File: src/verilog/ipr_params.svh
// Purpose: Offsets, field positions, reset values and counts of the priority register bank.
// Assumes: APB byte addresses, one aligned 32-bit word per 16-bit register.
// Notes: Definitions only; included by its bare name.
`ifndef IPR_PARAMS_SVH
`define IPR_PARAMS_SVH

// Address width seen by the bank and the register byte offsets.
`define IPR_ADDR_W 8
`define IPR_OFF_I2C2 8'h00
`define IPR_OFF_EXTIRQ 8'h04
`define IPR_OFF_CALENDAR 8'h08
`define IPR_OFF_ERROR 8'h0C
`define IPR_OFF_LOWVOLT 8'h10
`define IPR_OFF_CHARGE 8'h14
`define IPR_NUM_REG 6

// Least significant bit of each three-bit priority field.
`define IPR_POS_I2C2_MASTER 8
`define IPR_POS_I2C2_SLAVE 4
`define IPR_POS_EXT_IRQ4 8
`define IPR_POS_EXT_IRQ3 4
`define IPR_POS_CALENDAR 8
`define IPR_POS_CHECKSUM 12
`define IPR_POS_SERIAL2 8
`define IPR_POS_SERIAL1 4
`define IPR_POS_LOW_VOLTAGE 0
`define IPR_POS_CHARGE_TIMER 4

// Field values and counts.
`define IPR_LEVEL_W 3
`define IPR_LEVEL_RESET 3'h4
`define IPR_LEVEL_OFF 3'h0
`define IPR_LEVEL_TOP 3'h7
`define IPR_NUM_SRC 10
`define IPR_LANE_W 8

`endif

File: src/verilog/ipr_pkg.sv
// Purpose: Types shared by the priority register bank.
// Assumes: Nothing beyond the parameter header.
// Notes: Source order matches the field tables of the top module.
package ipr_pkg;

  typedef logic [2:0] ipr_level_type;

  typedef enum logic [3:0] {
    IPR_SRC_I2C2_MASTER = 4'h0,
    IPR_SRC_I2C2_SLAVE = 4'h1,
    IPR_SRC_EXT_IRQ4 = 4'h2,
    IPR_SRC_EXT_IRQ3 = 4'h3,
    IPR_SRC_CALENDAR = 4'h4,
    IPR_SRC_CHECKSUM = 4'h5,
    IPR_SRC_SERIAL2 = 4'h6,
    IPR_SRC_SERIAL1 = 4'h7,
    IPR_SRC_LOW_VOLTAGE = 4'h8,
    IPR_SRC_CHARGE_TIMER = 4'h9
  } ipr_src_type;

  typedef enum logic [1:0] {
    IPR_ST_IDLE = 2'b00,
    IPR_ST_READY = 2'b01
  } ipr_apb_state_type;

endpackage

File: src/verilog/ipr_field.sv
// Purpose: One three-bit interrupt priority field with its enable flag.
// Assumes: Write enable and data come from logic on the same clock.
// Notes: The enable flag is kept in its own flop so that it is a clean register output.
`timescale 1ns/1ns
`default_nettype none
`include "ipr_params.svh"

module ipr_field
  import ipr_pkg::*;
(
  // Clock and reset
  input wire logic clk_in,
  input wire logic rst_n_in,
  // Write port
  input wire logic wr_en_in,
  input wire ipr_level_type wr_level_in,
  // Stored state
  output var ipr_level_type level_out,
  output var logic enabled_out
);

  ipr_level_type level_q;
  logic enabled_q;
  logic enabled_d;

  // A level of zero switches the source off; every other value is its priority.
  assign enabled_d = (wr_level_in != `IPR_LEVEL_OFF); // RL3

  always_ff @(posedge clk_in or negedge rst_n_in) begin
    if (!rst_n_in) begin
      level_q <= `IPR_LEVEL_RESET; // RL5
      enabled_q <= 1'b1;
    end else if (wr_en_in) begin
      level_q <= wr_level_in; // RL1 RL2
      enabled_q <= enabled_d;
    end
  end

  assign level_out = level_q; // RL12
  assign enabled_out = enabled_q;

endmodule
`default_nettype wire

File: src/verilog/ipr_gate.sv
// Purpose: Passes each source request on only while its priority field is nonzero.
// Assumes: Requests come from logic on the same clock; no synchroniser needed.
// Notes: One cycle of latency, traded for an output taken straight from a flop.
`timescale 1ns/1ns
`default_nettype none
`include "ipr_params.svh"

module ipr_gate #(
  parameter int unsigned NUM_SRC = `IPR_NUM_SRC
) (
  // Clock and reset
  input wire logic clk_in,
  input wire logic rst_n_in,
  // Raw requests and enables
  input wire logic [NUM_SRC-1:0] req_in,
  input wire logic [NUM_SRC-1:0] enabled_in,
  // Gated requests
  output var logic [NUM_SRC-1:0] req_out
);

  logic [NUM_SRC-1:0] req_q;

  for (genvar i = 0; i < NUM_SRC; i++) begin : g_src
    always_ff @(posedge clk_in or negedge rst_n_in) begin
      if (!rst_n_in) begin
        req_q[i] <= 1'b0;
      end else begin
        req_q[i] <= req_in[i] & enabled_in[i]; // RL3
      end
    end
  end

  assign req_out = req_q;

endmodule
`default_nettype wire

File: src/verilog/ipr_regs.sv
// Purpose: APB register bank of interrupt priority fields for ten sources.
// Assumes: APB master on clk_in; requests from sources on the same clock.
// Notes: Each 16-bit register sits in the low half of an aligned 32-bit word.
//
// Functional notes
// RL1 - Fields are three bits; value seven is the highest priority level.
// RL2 - Value one is the lowest enabled level; other values map directly.
// RL3 - A field of zero disables its source; its request never passes. The gate still passes a request for the one cycle after the zero is written.
// RL4 - Bits outside priority fields are unimplemented and read as zero.
// RL5 - After reset every field holds four: top bit set, lower bits clear.
// RL6 - I2C2 register: master event bits 10:8, slave event bits 6:4.
// RL7 - External register: interrupt four bits 10:8, interrupt three bits 6:4.
// RL8 - Calendar register: field at bits 10:8; bits 7:0 unimplemented.
// RL9 - Error register: checksum bits 14:12, serial2 bits 10:8, serial1 bits 6:4.
// RL10 - Low-voltage register: field at bits 2:0; bits 15:3 unimplemented.
// RL11 - Charge timer register: field at bits 6:4; all others unimplemented.
// RL12 - Writes to unimplemented bits are ignored; fields drive arbitration continuously.
//
// The implementer's own choices: the register offsets and the APB interface to the registers.
`timescale 1ns/1ns
`default_nettype none
`include "ipr_params.svh"

module ipr_regs
  import ipr_pkg::*;
#(
  parameter int unsigned NUM_SRC = `IPR_NUM_SRC
) (
  // Clock and reset
  input wire logic clk_in,
  input wire logic rst_n_in,
  // APB slave
  input wire logic psel_in,
  input wire logic penable_in,
  input wire logic pwrite_in,
  input wire logic [`IPR_ADDR_W-1:0] paddr_in,
  input wire logic [31:0] pwdata_in,
  input wire logic [3:0] pstrb_in,
  output var logic [31:0] prdata_out,
  output var logic pready_out,
  output var logic pslverr_out,
  // Source requests and gated requests
  input wire logic [NUM_SRC-1:0] src_req_in,
  output var logic [NUM_SRC-1:0] src_req_out,
  output var logic [NUM_SRC-1:0] src_enabled_out,
  // Priority levels to the arbitration logic
  output var ipr_level_type i2c2_master_event_level_out,
  output var ipr_level_type i2c2_slave_event_level_out,
  output var ipr_level_type ext_irq4_level_out,
  output var ipr_level_type ext_irq3_level_out,
  output var ipr_level_type calendar_clock_level_out,
  output var ipr_level_type checksum_error_level_out,
  output var ipr_level_type serial2_error_level_out,
  output var ipr_level_type serial1_error_level_out,
  output var ipr_level_type low_voltage_level_out,
  output var ipr_level_type charge_timer_level_out
);

  ////////////////////////////////////////////////////////////////////////////////
  // Field layout tables, indexed by source number.

  localparam int unsigned NUM_REG = `IPR_NUM_REG;

  localparam int unsigned FIELD_POS [`IPR_NUM_SRC] = '{
    `IPR_POS_I2C2_MASTER, // RL6
    `IPR_POS_I2C2_SLAVE,
    `IPR_POS_EXT_IRQ4, // RL7
    `IPR_POS_EXT_IRQ3,
    `IPR_POS_CALENDAR, // RL8
    `IPR_POS_CHECKSUM, // RL9
    `IPR_POS_SERIAL2,
    `IPR_POS_SERIAL1,
    `IPR_POS_LOW_VOLTAGE, // RL10
    `IPR_POS_CHARGE_TIMER // RL11
  };

  // Register that holds each field, as an index into the decode vector.
  localparam int unsigned FIELD_REG [`IPR_NUM_SRC] = '{0, 0, 1, 1, 2, 3, 3, 3, 4, 5};

  // Places a level at its field position inside an otherwise zero half word.
  function automatic logic [15:0] place(input ipr_level_type lvl, input int unsigned pos);
    logic [15:0] word;
    word = {13'h0000, lvl};
    return word << pos;
  endfunction

  ////////////////////////////////////////////////////////////////////////////////
  // Address decode.

  logic hit_i2c2;
  logic hit_extirq;
  logic hit_calendar;
  logic hit_error;
  logic hit_lowvolt;
  logic hit_charge;
  logic [NUM_REG-1:0] reg_hit;
  logic addr_hit;

  assign hit_i2c2 = (paddr_in == `IPR_OFF_I2C2);
  assign hit_extirq = (paddr_in == `IPR_OFF_EXTIRQ);
  assign hit_calendar = (paddr_in == `IPR_OFF_CALENDAR);
  assign hit_error = (paddr_in == `IPR_OFF_ERROR);
  assign hit_lowvolt = (paddr_in == `IPR_OFF_LOWVOLT);
  assign hit_charge = (paddr_in == `IPR_OFF_CHARGE);
  assign reg_hit = {hit_charge, hit_lowvolt, hit_error, hit_calendar, hit_extirq, hit_i2c2};
  assign addr_hit = |reg_hit;

  ////////////////////////////////////////////////////////////////////////////////
  // APB handshake.
  // The first access cycle latches read data and raises pready; the write is
  // committed on the following edge, the one at which the master sees pready.

  ipr_apb_state_type state_q;
  ipr_apb_state_type state_d;
  logic pready_q;
  logic pslverr_q;
  logic [31:0] prdata_q;
  logic access_first;
  logic access_done;
  logic commit;
  logic [31:0] rd_word;

  assign access_first = psel_in & penable_in & (state_q == IPR_ST_IDLE);
  assign access_done = psel_in & penable_in & (state_q == IPR_ST_READY);
  assign commit = access_done & pwrite_in & addr_hit;

  always_comb begin
    state_d = state_q;
    case (state_q)
      IPR_ST_IDLE: begin
        if (access_first) begin
          state_d = IPR_ST_READY;
        end
      end
      IPR_ST_READY: begin
        state_d = IPR_ST_IDLE;
      end
      default: begin
        state_d = IPR_ST_IDLE;
      end
    endcase
  end

  always_ff @(posedge clk_in or negedge rst_n_in) begin
    if (!rst_n_in) begin
      state_q <= IPR_ST_IDLE;
      pready_q <= 1'b0;
      pslverr_q <= 1'b0;
      prdata_q <= 32'h0000_0000;
    end else begin
      state_q <= state_d;
      pready_q <= access_first;
      if (access_first) begin
        pslverr_q <= ~addr_hit;
        prdata_q <= pwrite_in ? 32'h0000_0000 : rd_word;
      end else begin
        pslverr_q <= 1'b0;
        prdata_q <= 32'h0000_0000;
      end
    end
  end

  assign pready_out = pready_q;
  assign pslverr_out = pslverr_q;
  assign prdata_out = prdata_q;

  ////////////////////////////////////////////////////////////////////////////////
  // Priority fields.
  // Only the three field bits are taken from the write data; every other
  // bit of a write has nowhere to go and is dropped.

  ipr_level_type lvl [`IPR_NUM_SRC];
  logic [NUM_SRC-1:0] enabled;

  for (genvar i = 0; i < `IPR_NUM_SRC; i++) begin : g_field
    logic wr_en;
    ipr_level_type wr_level;

    assign wr_en = commit & reg_hit[FIELD_REG[i]] & pstrb_in[FIELD_POS[i] / `IPR_LANE_W]; // RL12
    assign wr_level = pwdata_in[FIELD_POS[i] +: `IPR_LEVEL_W]; // RL12

    ipr_field u_field (
      .clk_in(clk_in),
      .rst_n_in(rst_n_in),
      .wr_en_in(wr_en),
      .wr_level_in(wr_level),
      .level_out(lvl[i]),
      .enabled_out(enabled[i])
    );
  end

  ////////////////////////////////////////////////////////////////////////////////
  // Read words; unimplemented bits are zero in every register.

  logic [15:0] rd_i2c2;
  logic [15:0] rd_extirq;
  logic [15:0] rd_calendar;
  logic [15:0] rd_error;
  logic [15:0] rd_lowvolt;
  logic [15:0] rd_charge;
  logic [15:0] rd_half;

  assign rd_i2c2 = place(lvl[IPR_SRC_I2C2_MASTER], FIELD_POS[IPR_SRC_I2C2_MASTER])
                 | place(lvl[IPR_SRC_I2C2_SLAVE], FIELD_POS[IPR_SRC_I2C2_SLAVE]); // RL6
  assign rd_extirq = place(lvl[IPR_SRC_EXT_IRQ4], FIELD_POS[IPR_SRC_EXT_IRQ4])
                   | place(lvl[IPR_SRC_EXT_IRQ3], FIELD_POS[IPR_SRC_EXT_IRQ3]); // RL7
  assign rd_calendar = place(lvl[IPR_SRC_CALENDAR], FIELD_POS[IPR_SRC_CALENDAR]); // RL8
  assign rd_error = place(lvl[IPR_SRC_CHECKSUM], FIELD_POS[IPR_SRC_CHECKSUM])
                  | place(lvl[IPR_SRC_SERIAL2], FIELD_POS[IPR_SRC_SERIAL2])
                  | place(lvl[IPR_SRC_SERIAL1], FIELD_POS[IPR_SRC_SERIAL1]); // RL9
  assign rd_lowvolt = place(lvl[IPR_SRC_LOW_VOLTAGE], FIELD_POS[IPR_SRC_LOW_VOLTAGE]); // RL10
  assign rd_charge = place(lvl[IPR_SRC_CHARGE_TIMER], FIELD_POS[IPR_SRC_CHARGE_TIMER]); // RL11

  // Unmapped addresses read as zero and answer with pslverr.
  assign rd_half = hit_i2c2 ? rd_i2c2 :
                   hit_extirq ? rd_extirq :
                   hit_calendar ? rd_calendar :
                   hit_error ? rd_error :
                   hit_lowvolt ? rd_lowvolt :
                   hit_charge ? rd_charge : 16'h0000;
  assign rd_word = {16'h0000, rd_half}; // RL4

  ////////////////////////////////////////////////////////////////////////////////
  // Outputs toward the arbitration logic, straight from the field flops.

  assign i2c2_master_event_level_out = lvl[IPR_SRC_I2C2_MASTER]; // RL12
  assign i2c2_slave_event_level_out = lvl[IPR_SRC_I2C2_SLAVE];
  assign ext_irq4_level_out = lvl[IPR_SRC_EXT_IRQ4];
  assign ext_irq3_level_out = lvl[IPR_SRC_EXT_IRQ3];
  assign calendar_clock_level_out = lvl[IPR_SRC_CALENDAR];
  assign checksum_error_level_out = lvl[IPR_SRC_CHECKSUM];
  assign serial2_error_level_out = lvl[IPR_SRC_SERIAL2];
  assign serial1_error_level_out = lvl[IPR_SRC_SERIAL1];
  assign low_voltage_level_out = lvl[IPR_SRC_LOW_VOLTAGE];
  assign charge_timer_level_out = lvl[IPR_SRC_CHARGE_TIMER];
  assign src_enabled_out = enabled;

  // A disabled source is cut off here; the arbiter still sees its request for the one cycle after its field is written to zero.
  ipr_gate #(
    .NUM_SRC(NUM_SRC)
  ) u_gate (
    .clk_in(clk_in),
    .rst_n_in(rst_n_in),
    .req_in(src_req_in),
    .enabled_in(enabled),
    .req_out(src_req_out)
  );

endmodule
`default_nettype wire
File: config.mk
export PLATFORM = sky130hd
export DESIGN_NAME = ipr_regs
export DESIGN_NICKNAME = d
export VERILOG_FILES = /design/src/verilog/ipr_pkg.sv /design/src/verilog/ipr_field.sv /design/src/verilog/ipr_gate.sv /design/src/verilog/ipr_regs.sv
export VERILOG_INCLUDE_DIRS = /design/src /design/src/verilog
export SDC_FILE = /design/constraint.sdc
export NUM_CORES = 1
export LEC_CHECK = 0
export ABC_AREA = 1
export BUFFER_PORTS_ARGS = -buffer_cell sky130_fd_sc_hd__clkbuf_2
export CORE_ASPECT_RATIO = 1.75
export CORE_MARGIN = 2
export CORE_UTILIZATION = 46
export DETAILED_ROUTE_END_ITERATION = 7
export GPL_ROUTABILITY_DRIVEN = 0
export PLACE_DENSITY = 0.87
export SETUP_SLACK_MARGIN = 0.4
export SKIP_CTS_REPAIR_TIMING = 1
export SLEW_MARGIN = 20
export SYNTH_ARGS = -nofsm -noshare
export SYNTH_HDL_FRONTEND = slang
export SYNTH_HIERARCHICAL = 1
export SYNTH_SLANG_ARGS = --single-unit
File: constraint.sdc
create_clock -name clk_in -period 2.1 [get_ports clk_in]
set_clock_uncertainty 0.2 [all_clocks]
set_input_delay 0.105 -clock clk_in [delete_from_list [all_inputs] [get_ports clk_in]]
set_output_delay 0.105 -clock clk_in [all_outputs]
set_load 0.1 [all_outputs]
Word-level counts from Yosys, hierarchy flattened
Index checks and enable logic that the tools add are counted.
{"block": "op_classes", "n_eq_ne": 7, "n_mux": 11, "bitwise": 35, "reduce_logical": 7}
{"cell": "$mux W16", "count": 5}
{"cell": "$and A1 B1 Y1", "count": 30}
{"cell": "$or A11 B7 Y11", "count": 2}
{"cell": "$eq A8 B4 Y1 const B", "count": 2}
{"cell": "$eq A8 B5 Y1 const B", "count": 2}
{"cell": "$mux W15", "count": 1}
{"cell": "$or A15 B11 Y15", "count": 1}
{"cell": "$or A15 B7 Y15", "count": 1}
{"cell": "$mux W7", "count": 2}
{"cell": "$reduce_bool A3 Y1", "count": 4}
{"cell": "$eq A8 B3 Y1 const B", "count": 1}
{"cell": "$logic_not A8 Y1", "count": 1}
{"cell": "$reduce_or A6 Y1", "count": 1}
{"cell": "$mux W2", "count": 2}
{"cell": "$eq A2 B1 Y1 const B", "count": 1}
{"cell": "$logic_not A2 Y1", "count": 1}
{"cell": "$ne A2 B2 Y1 const B", "count": 1}
{"cell": "$mux W1", "count": 1}
{"cell": "$not A1 Y1", "count": 1}
{"block": "totals", "register_bits": 86, "input_bits": 59, "output_inout_bits": 84, "wordCells": 94}

Logic depth before layout (Yosys ltp)
{"block": "depth", "depth_word": 9, "mapped_depth": 11, "depth_no_buf": 11}

Cells and area by module
The synthesis kept the hierarchy.
{"module": "ipr_field", "n_inst": 10, "cells_per_inst": 17, "area_per_inst_um2": 155.1, "seq_area_each_um2": 102.6}
{"module": "ipr_regs", "n_inst": 1, "cells_per_inst": 146, "area_per_inst_um2": 1061.0, "seq_area_each_um2": 375.4}
{"module": "ipr_gate", "n_inst": 1, "cells_per_inst": 30, "area_per_inst_um2": 325.3, "seq_area_each_um2": 250.2}

Worst setup path before layout
Ideal clock, no wire load.
{"block": "synth_timing", "path_type": "reg-to-reg", "startpoint": "register state_q[0]", "endpoint": "register g_field[5].u_field.level_q[1]", "setup_ns": 0.122, "arrival_ns": 1.434, "t_required_ns": 1.778, "path_slack_ns": 0.344, "path_stages_with_launch": 8, "path_buffers": 0, "period_less_slack_ns": 1.756, "path_cell_list": "dfrtp_1 > nand2_1 > nor2_1 > nand3_2 > nor2_1 > inv_2 > nor2_2 > nor2_1"}
{"block": "synth_between", "elab_chain_len": 6}
{"item": "start, declared", "line": "ipr_regs.sv:113", "rtl": "ipr_apb_state_type state_q;"}
{"item": "start signal, assigned", "line": "ipr_regs.sv:151", "rtl": "state_q <= state_d;"}
{"item": "$eq A2 B1 Y1", "line": "ipr_regs.sv:124", "rtl": "assign access_done = psel_in & penable_in & (state_q == IPR_ST_READY);"}
{"item": "$and A1 B1 Y1", "line": "ipr_regs.sv:124"}
{"item": "$and A1 B1 Y1 (2 in a row)", "line": "ipr_regs.sv:125", "rtl": "assign commit = access_done & pwrite_in & addr_hit;"}
{"item": "$and A1 B1 Y1 (2 in a row)", "line": "ipr_regs.sv:179", "rtl": "assign wr_en = commit & reg_hit[FIELD_REG[i]] & pstrb_in[FIELD_POS[i] / `IPR_LANE_W];"}
{"item": "via g_field[5].wr_en", "line": "ipr_regs.sv:176", "rtl": "logic wr_en;"}
{"item": "end signal, assigned", "line": "ipr_field.sv:31", "rtl": "level_q <= `IPR_LEVEL_RESET;"}
{"item": "end signal, assigned", "line": "ipr_field.sv:34", "rtl": "level_q <= wr_level_in;"}
{"item": "end, declared", "line": "ipr_field.sv:22", "rtl": "ipr_level_type level_q;"}
The timed path passes the listed nets, and every way through them passes these cells.
A chain may end at the register's enable or synchronous reset.

Worst setup path in the final report
{"block": "layout_timing", "startpoint": "register g_field[8].u_field.enabled_q", "endpoint": "output src_enabled_out[8]"}
{"item": "start, declared", "line": "ipr_field.sv:23", "rtl": "logic enabled_q;"}
{"item": "start signal, assigned", "line": "ipr_field.sv:35", "rtl": "enabled_q <= enabled_d;"}
{"item": "end, declared", "line": "ipr_regs.sv:45", "rtl": "output var logic [NUM_SRC-1:0] src_enabled_out,"}
No word-level cell between the ends.

==> summary by stage <==
Floorplanning
The die boundary height is approximately 110 µm. The area of the core is 6180 µm². The area of the die is 7070 µm².

The row count is 38. The horizontal extent of the die is 64.4 µm. The count of pins on the block boundary is 143. The initial cell density of the core is 0.475.

Pwr
Across the VDD grid, the largest voltage drop is approximately 430 µV. For this design the ratio of total power to cell area is between 600 and 700 nW/µm². The switching part of the total power is 0.267.

The part of the total power dissipated in sequential elements is 0.467. The internal portion of total power is 1.98 mW. The share of total power dissipated in the clock network is 0.410.

The combinational fraction of design power is 0.123. The total leakage power is around 2.2 nW. The total power draw is between 2 and 3 mW. The switching power of the nets is slightly above 0.7 mW.

Detailed routing
Using the TritonRoute via totals, the vias-per-cell ratio works out to 4.67. The detailed router finished its first iteration with 189 violations. The remaining antenna violation count after routing is 0. After detailed routing, the number of remaining DRC violations is 0. The total number of vias is about 2.7k. The iteration count of the initial detailed-routing pass is 4. In the final routed layout, each cell accounts on average for 12.5 µm. Summed over all layers, the routed wires come to 7210 µm.

STA
The post-route setup TNS is 0 ns. The number of hold violations in the final report is 3. Setup slack on the critical path of the routed design comes to 0.429 ns. The relative max-transition margin is 0.600. Setup repair after global routing could not meet its margin everywhere. The final-layout worst hold slack is -0.00999 ns.

At the pin with the least slew margin, the transition time is between 0.6 and 0.7 ns. The timing-limited maximum frequency is approximately 600 MHz. The final-report max-slew violation count is 0. Subtracting the final worst setup slack from the clock period gives around 1.7 ns. In the finished design, the share of the clock period the worst path needs comes to 0.796. Setup violations remaining at the end of the flow were counted as 0.

CTS
The TritonCTS sink count is 65. The clock tree from TritonCTS is done. The worst-skew pair later-pin latency is ~0.34 ns.

The maximum clock path buffer count is 2. The H-tree was split into 3 levels. The CTS clock-pin slew for the worst setup and hold paths is around 0.070 ns. The cell at the root of the clock tree is clkbuf_8. The TritonCTS buffer count is 9.

Synth
For this run, the register share of the synthesized area comes to 0.562. Synthesis handed over a netlist of around 350 instances. After synthesis the cells add up to approximately 3000 µm². For this run, the leading register cell type out of synthesis is dfrtp_1.

For this run, the number of Yosys warnings is 6. The cell type contributing the most total cell area after synthesis is dfrtp_1. In this run, synthesis inferred 0 flip-flops with an integrated enable.

The commonest cells after synthesis are nand2_1 (99), nor2_1 (64), dfrtp_1 (45), inv_1 (27), buf_4 (21). The share of synthesized registers carrying an async set or reset is 1.00. Among all cell types in the netlist, the one instantiated most often is nand2_1. In the post-synthesis netlist, the biggest area contributors are dfrtp_1 (38%), dfstp_2 (18%), nand2_1 (13%). Counting flops and latches in the post-synthesis netlist gives between 60 and 70. The top-area cell type share of the netlist area is 0.383. Averaged over all synthesized cells, the footprint is between 8 and 9 µm².

The post-synthesis cell type count is 18.

Critical path
The worst setup path is launched from a register. For the worst setup path, the data required time is ~1.8 ns. The number of buffers and inverters on the critical path is 1. The largest stage delay on the critical path is between 0.5 and 0.6 ns. The critical path goes through clkbuf_2. Of all nets on the critical path, the largest fanout is 3. The worst setup path is captured at a primary output. The category of the most critical setup path is register to primary output. The kind of cell with the highest combined delay along the critical path is flip-flops. The slowest library cell on the worst path is dfstp_2. The arrival time of data at the critical path endpoint is 1.37 ns.

Status
The checks that failed: negative hold slack. The run finished, with violations left.

Layout
The final cell count without fillers is roughly 580. The number of antenna diodes is 0. The layout cell share with drive strength beyond 1 is 0.390. Once layout is done, the placed cells without fillers occupy 4080 µm².

The net count of the finished layout is about 550. The synthesis-to-layout area growth is 38.8%. For this run, the share of the core covered by cells in the final layout is 0.660.

Global routing
Summed over all layers, the global routing overflow is 0. Entering global routing, the biggest net connects 29 pins. The first global-routing pass estimated 10800 µm of wire.

The number of antenna violations at the first check in global routing was 0. The number of global-route vias before repair was 2383. The total global routing track utilization is 0.202.

Job
Max-cap violations in this run came to 0.

Placed design
OpenSTA, run right after detailed placement, puts the worst setup slack at around 0.14 ns. Once detailed placement completed, the half-perimeter wirelength came to 5140 µm. The number of cells after detailed placement is ~530. The count of port buffers added during placement is 100.

The placed instance area is between 3000 and 4000 µm².

Min path
The worst hold-check path type is input port to register.
[cell usage in the layout (no fill, tap or decap), drive strengths merged]
cell / count
clkbuf: 107
nand3: 3
clkinv: 1
clkinvlp: 2
dfrtp: 45
o21ai: 6
nor3: 2
nor2: 85
bufinv: 1
nand2: 101
inv: 40
dfstp: 20
a21oi: 19
conb: 20
dlygate4sd3: 28
a31oi: 3
buf: 15
[logic make-up after synthesis]
group                  count (synthesis)  share of synthesized area
other                                  1                    0.00128
AND/OR/NAND/NOR                      191                      0.283
flip-flops                            65                      0.562
AO/OA/AOI/OAI                         28                     0.0490
buffers and inverters                 61                      0.105
[tightest hold or removal path: cells and delay by family]
family | cells | cell delay, ns
buffers and inverters | 1 | 0.10
and+or+nand+nor | 4 | 0.30
[path summary, 6_finish.rpt]
| path | start | end | slack (ns) | depth (start not counted) |
|---|---|---|---|---|
| min in group asynchronous | rst_n_in | g_field[8].u_field/level_out[1]$_DFFE_PN0P_ | 0.10 | 2 |
| min reg2reg | g_field[6].u_field/level_out[2]$_DFFE_PN1P_ | g_field[6].u_field/level_out[2]$_DFFE_PN1P_ | 0.28 | 2 |
| max | g_field[8].u_field/enabled_out$_DFFE_PN1P_ | src_enabled_out[8] | 0.43 | 1 |
| min | pstrb_in[0] | g_field[3].u_field/level_out[2]$_DFFE_PN1P_ | -0.01 | 5 |
| max reg2reg | state_q[0]$_DFFE_PN0P_ | prdata_out[8]$_DFF_PN0_ | 0.44 | 6 |
| max in group asynchronous | rst_n_in | g_field[2].u_field/enabled_out$_DFFE_PN1P_ | 0.92 | 3 |
[registers in the layout, summed over array words and instances (netlist names)]
signal and cells:
g_field.u_field/level_out 30, prdata_out 12, g_field.u_field/enabled_out 10, u_gate/req_out 10, pready_out 1, pslverr_out 1, state_q 1
[power by group through the flow]
| stage | combinational, mW | sequential [mW] | clock (mW) |
|---|---|---|---|
| 5_1_grt | 0.352 | 1.26 | 1.18 |
| 3_3_place_gp | 0.283 | 1.28 | 0 |
| 2_1_floorplan | 0.211 | 1.30 | 0 |
| 3_5_place_dp | 0.287 | 1.28 | 0 |
| 4_1_cts | 0.287 | 1.26 | 1.13 |
| 6_report | 0.333 | 1.26 | 1.11 |
[area by class of cell]
cell class / count / area [µm²]
fillers: 500 / 2100
flip-flops and latches: 65 / 1650
multi-input cells: 239 / 1090
repair buffers: 138 / 868
clock buffers: 12 / 165
inverters: 40 / 150
well taps: 80 / 100
clock inverters: 4 / 50.0
[routing by layer]
metal | global-route usage | share of wire | vias to the layer above
met5 | 0 | 0 | -
met4 | 0.112 | 0.030 | 0
met3 | 0.0491 | 0.054 | 19
met2 | 0.365 | 0.58 | 118
met1 | 0.213 | 0.34 | 1262
li1 | - | - | 1299
Power figures use the tool's default switching activity.
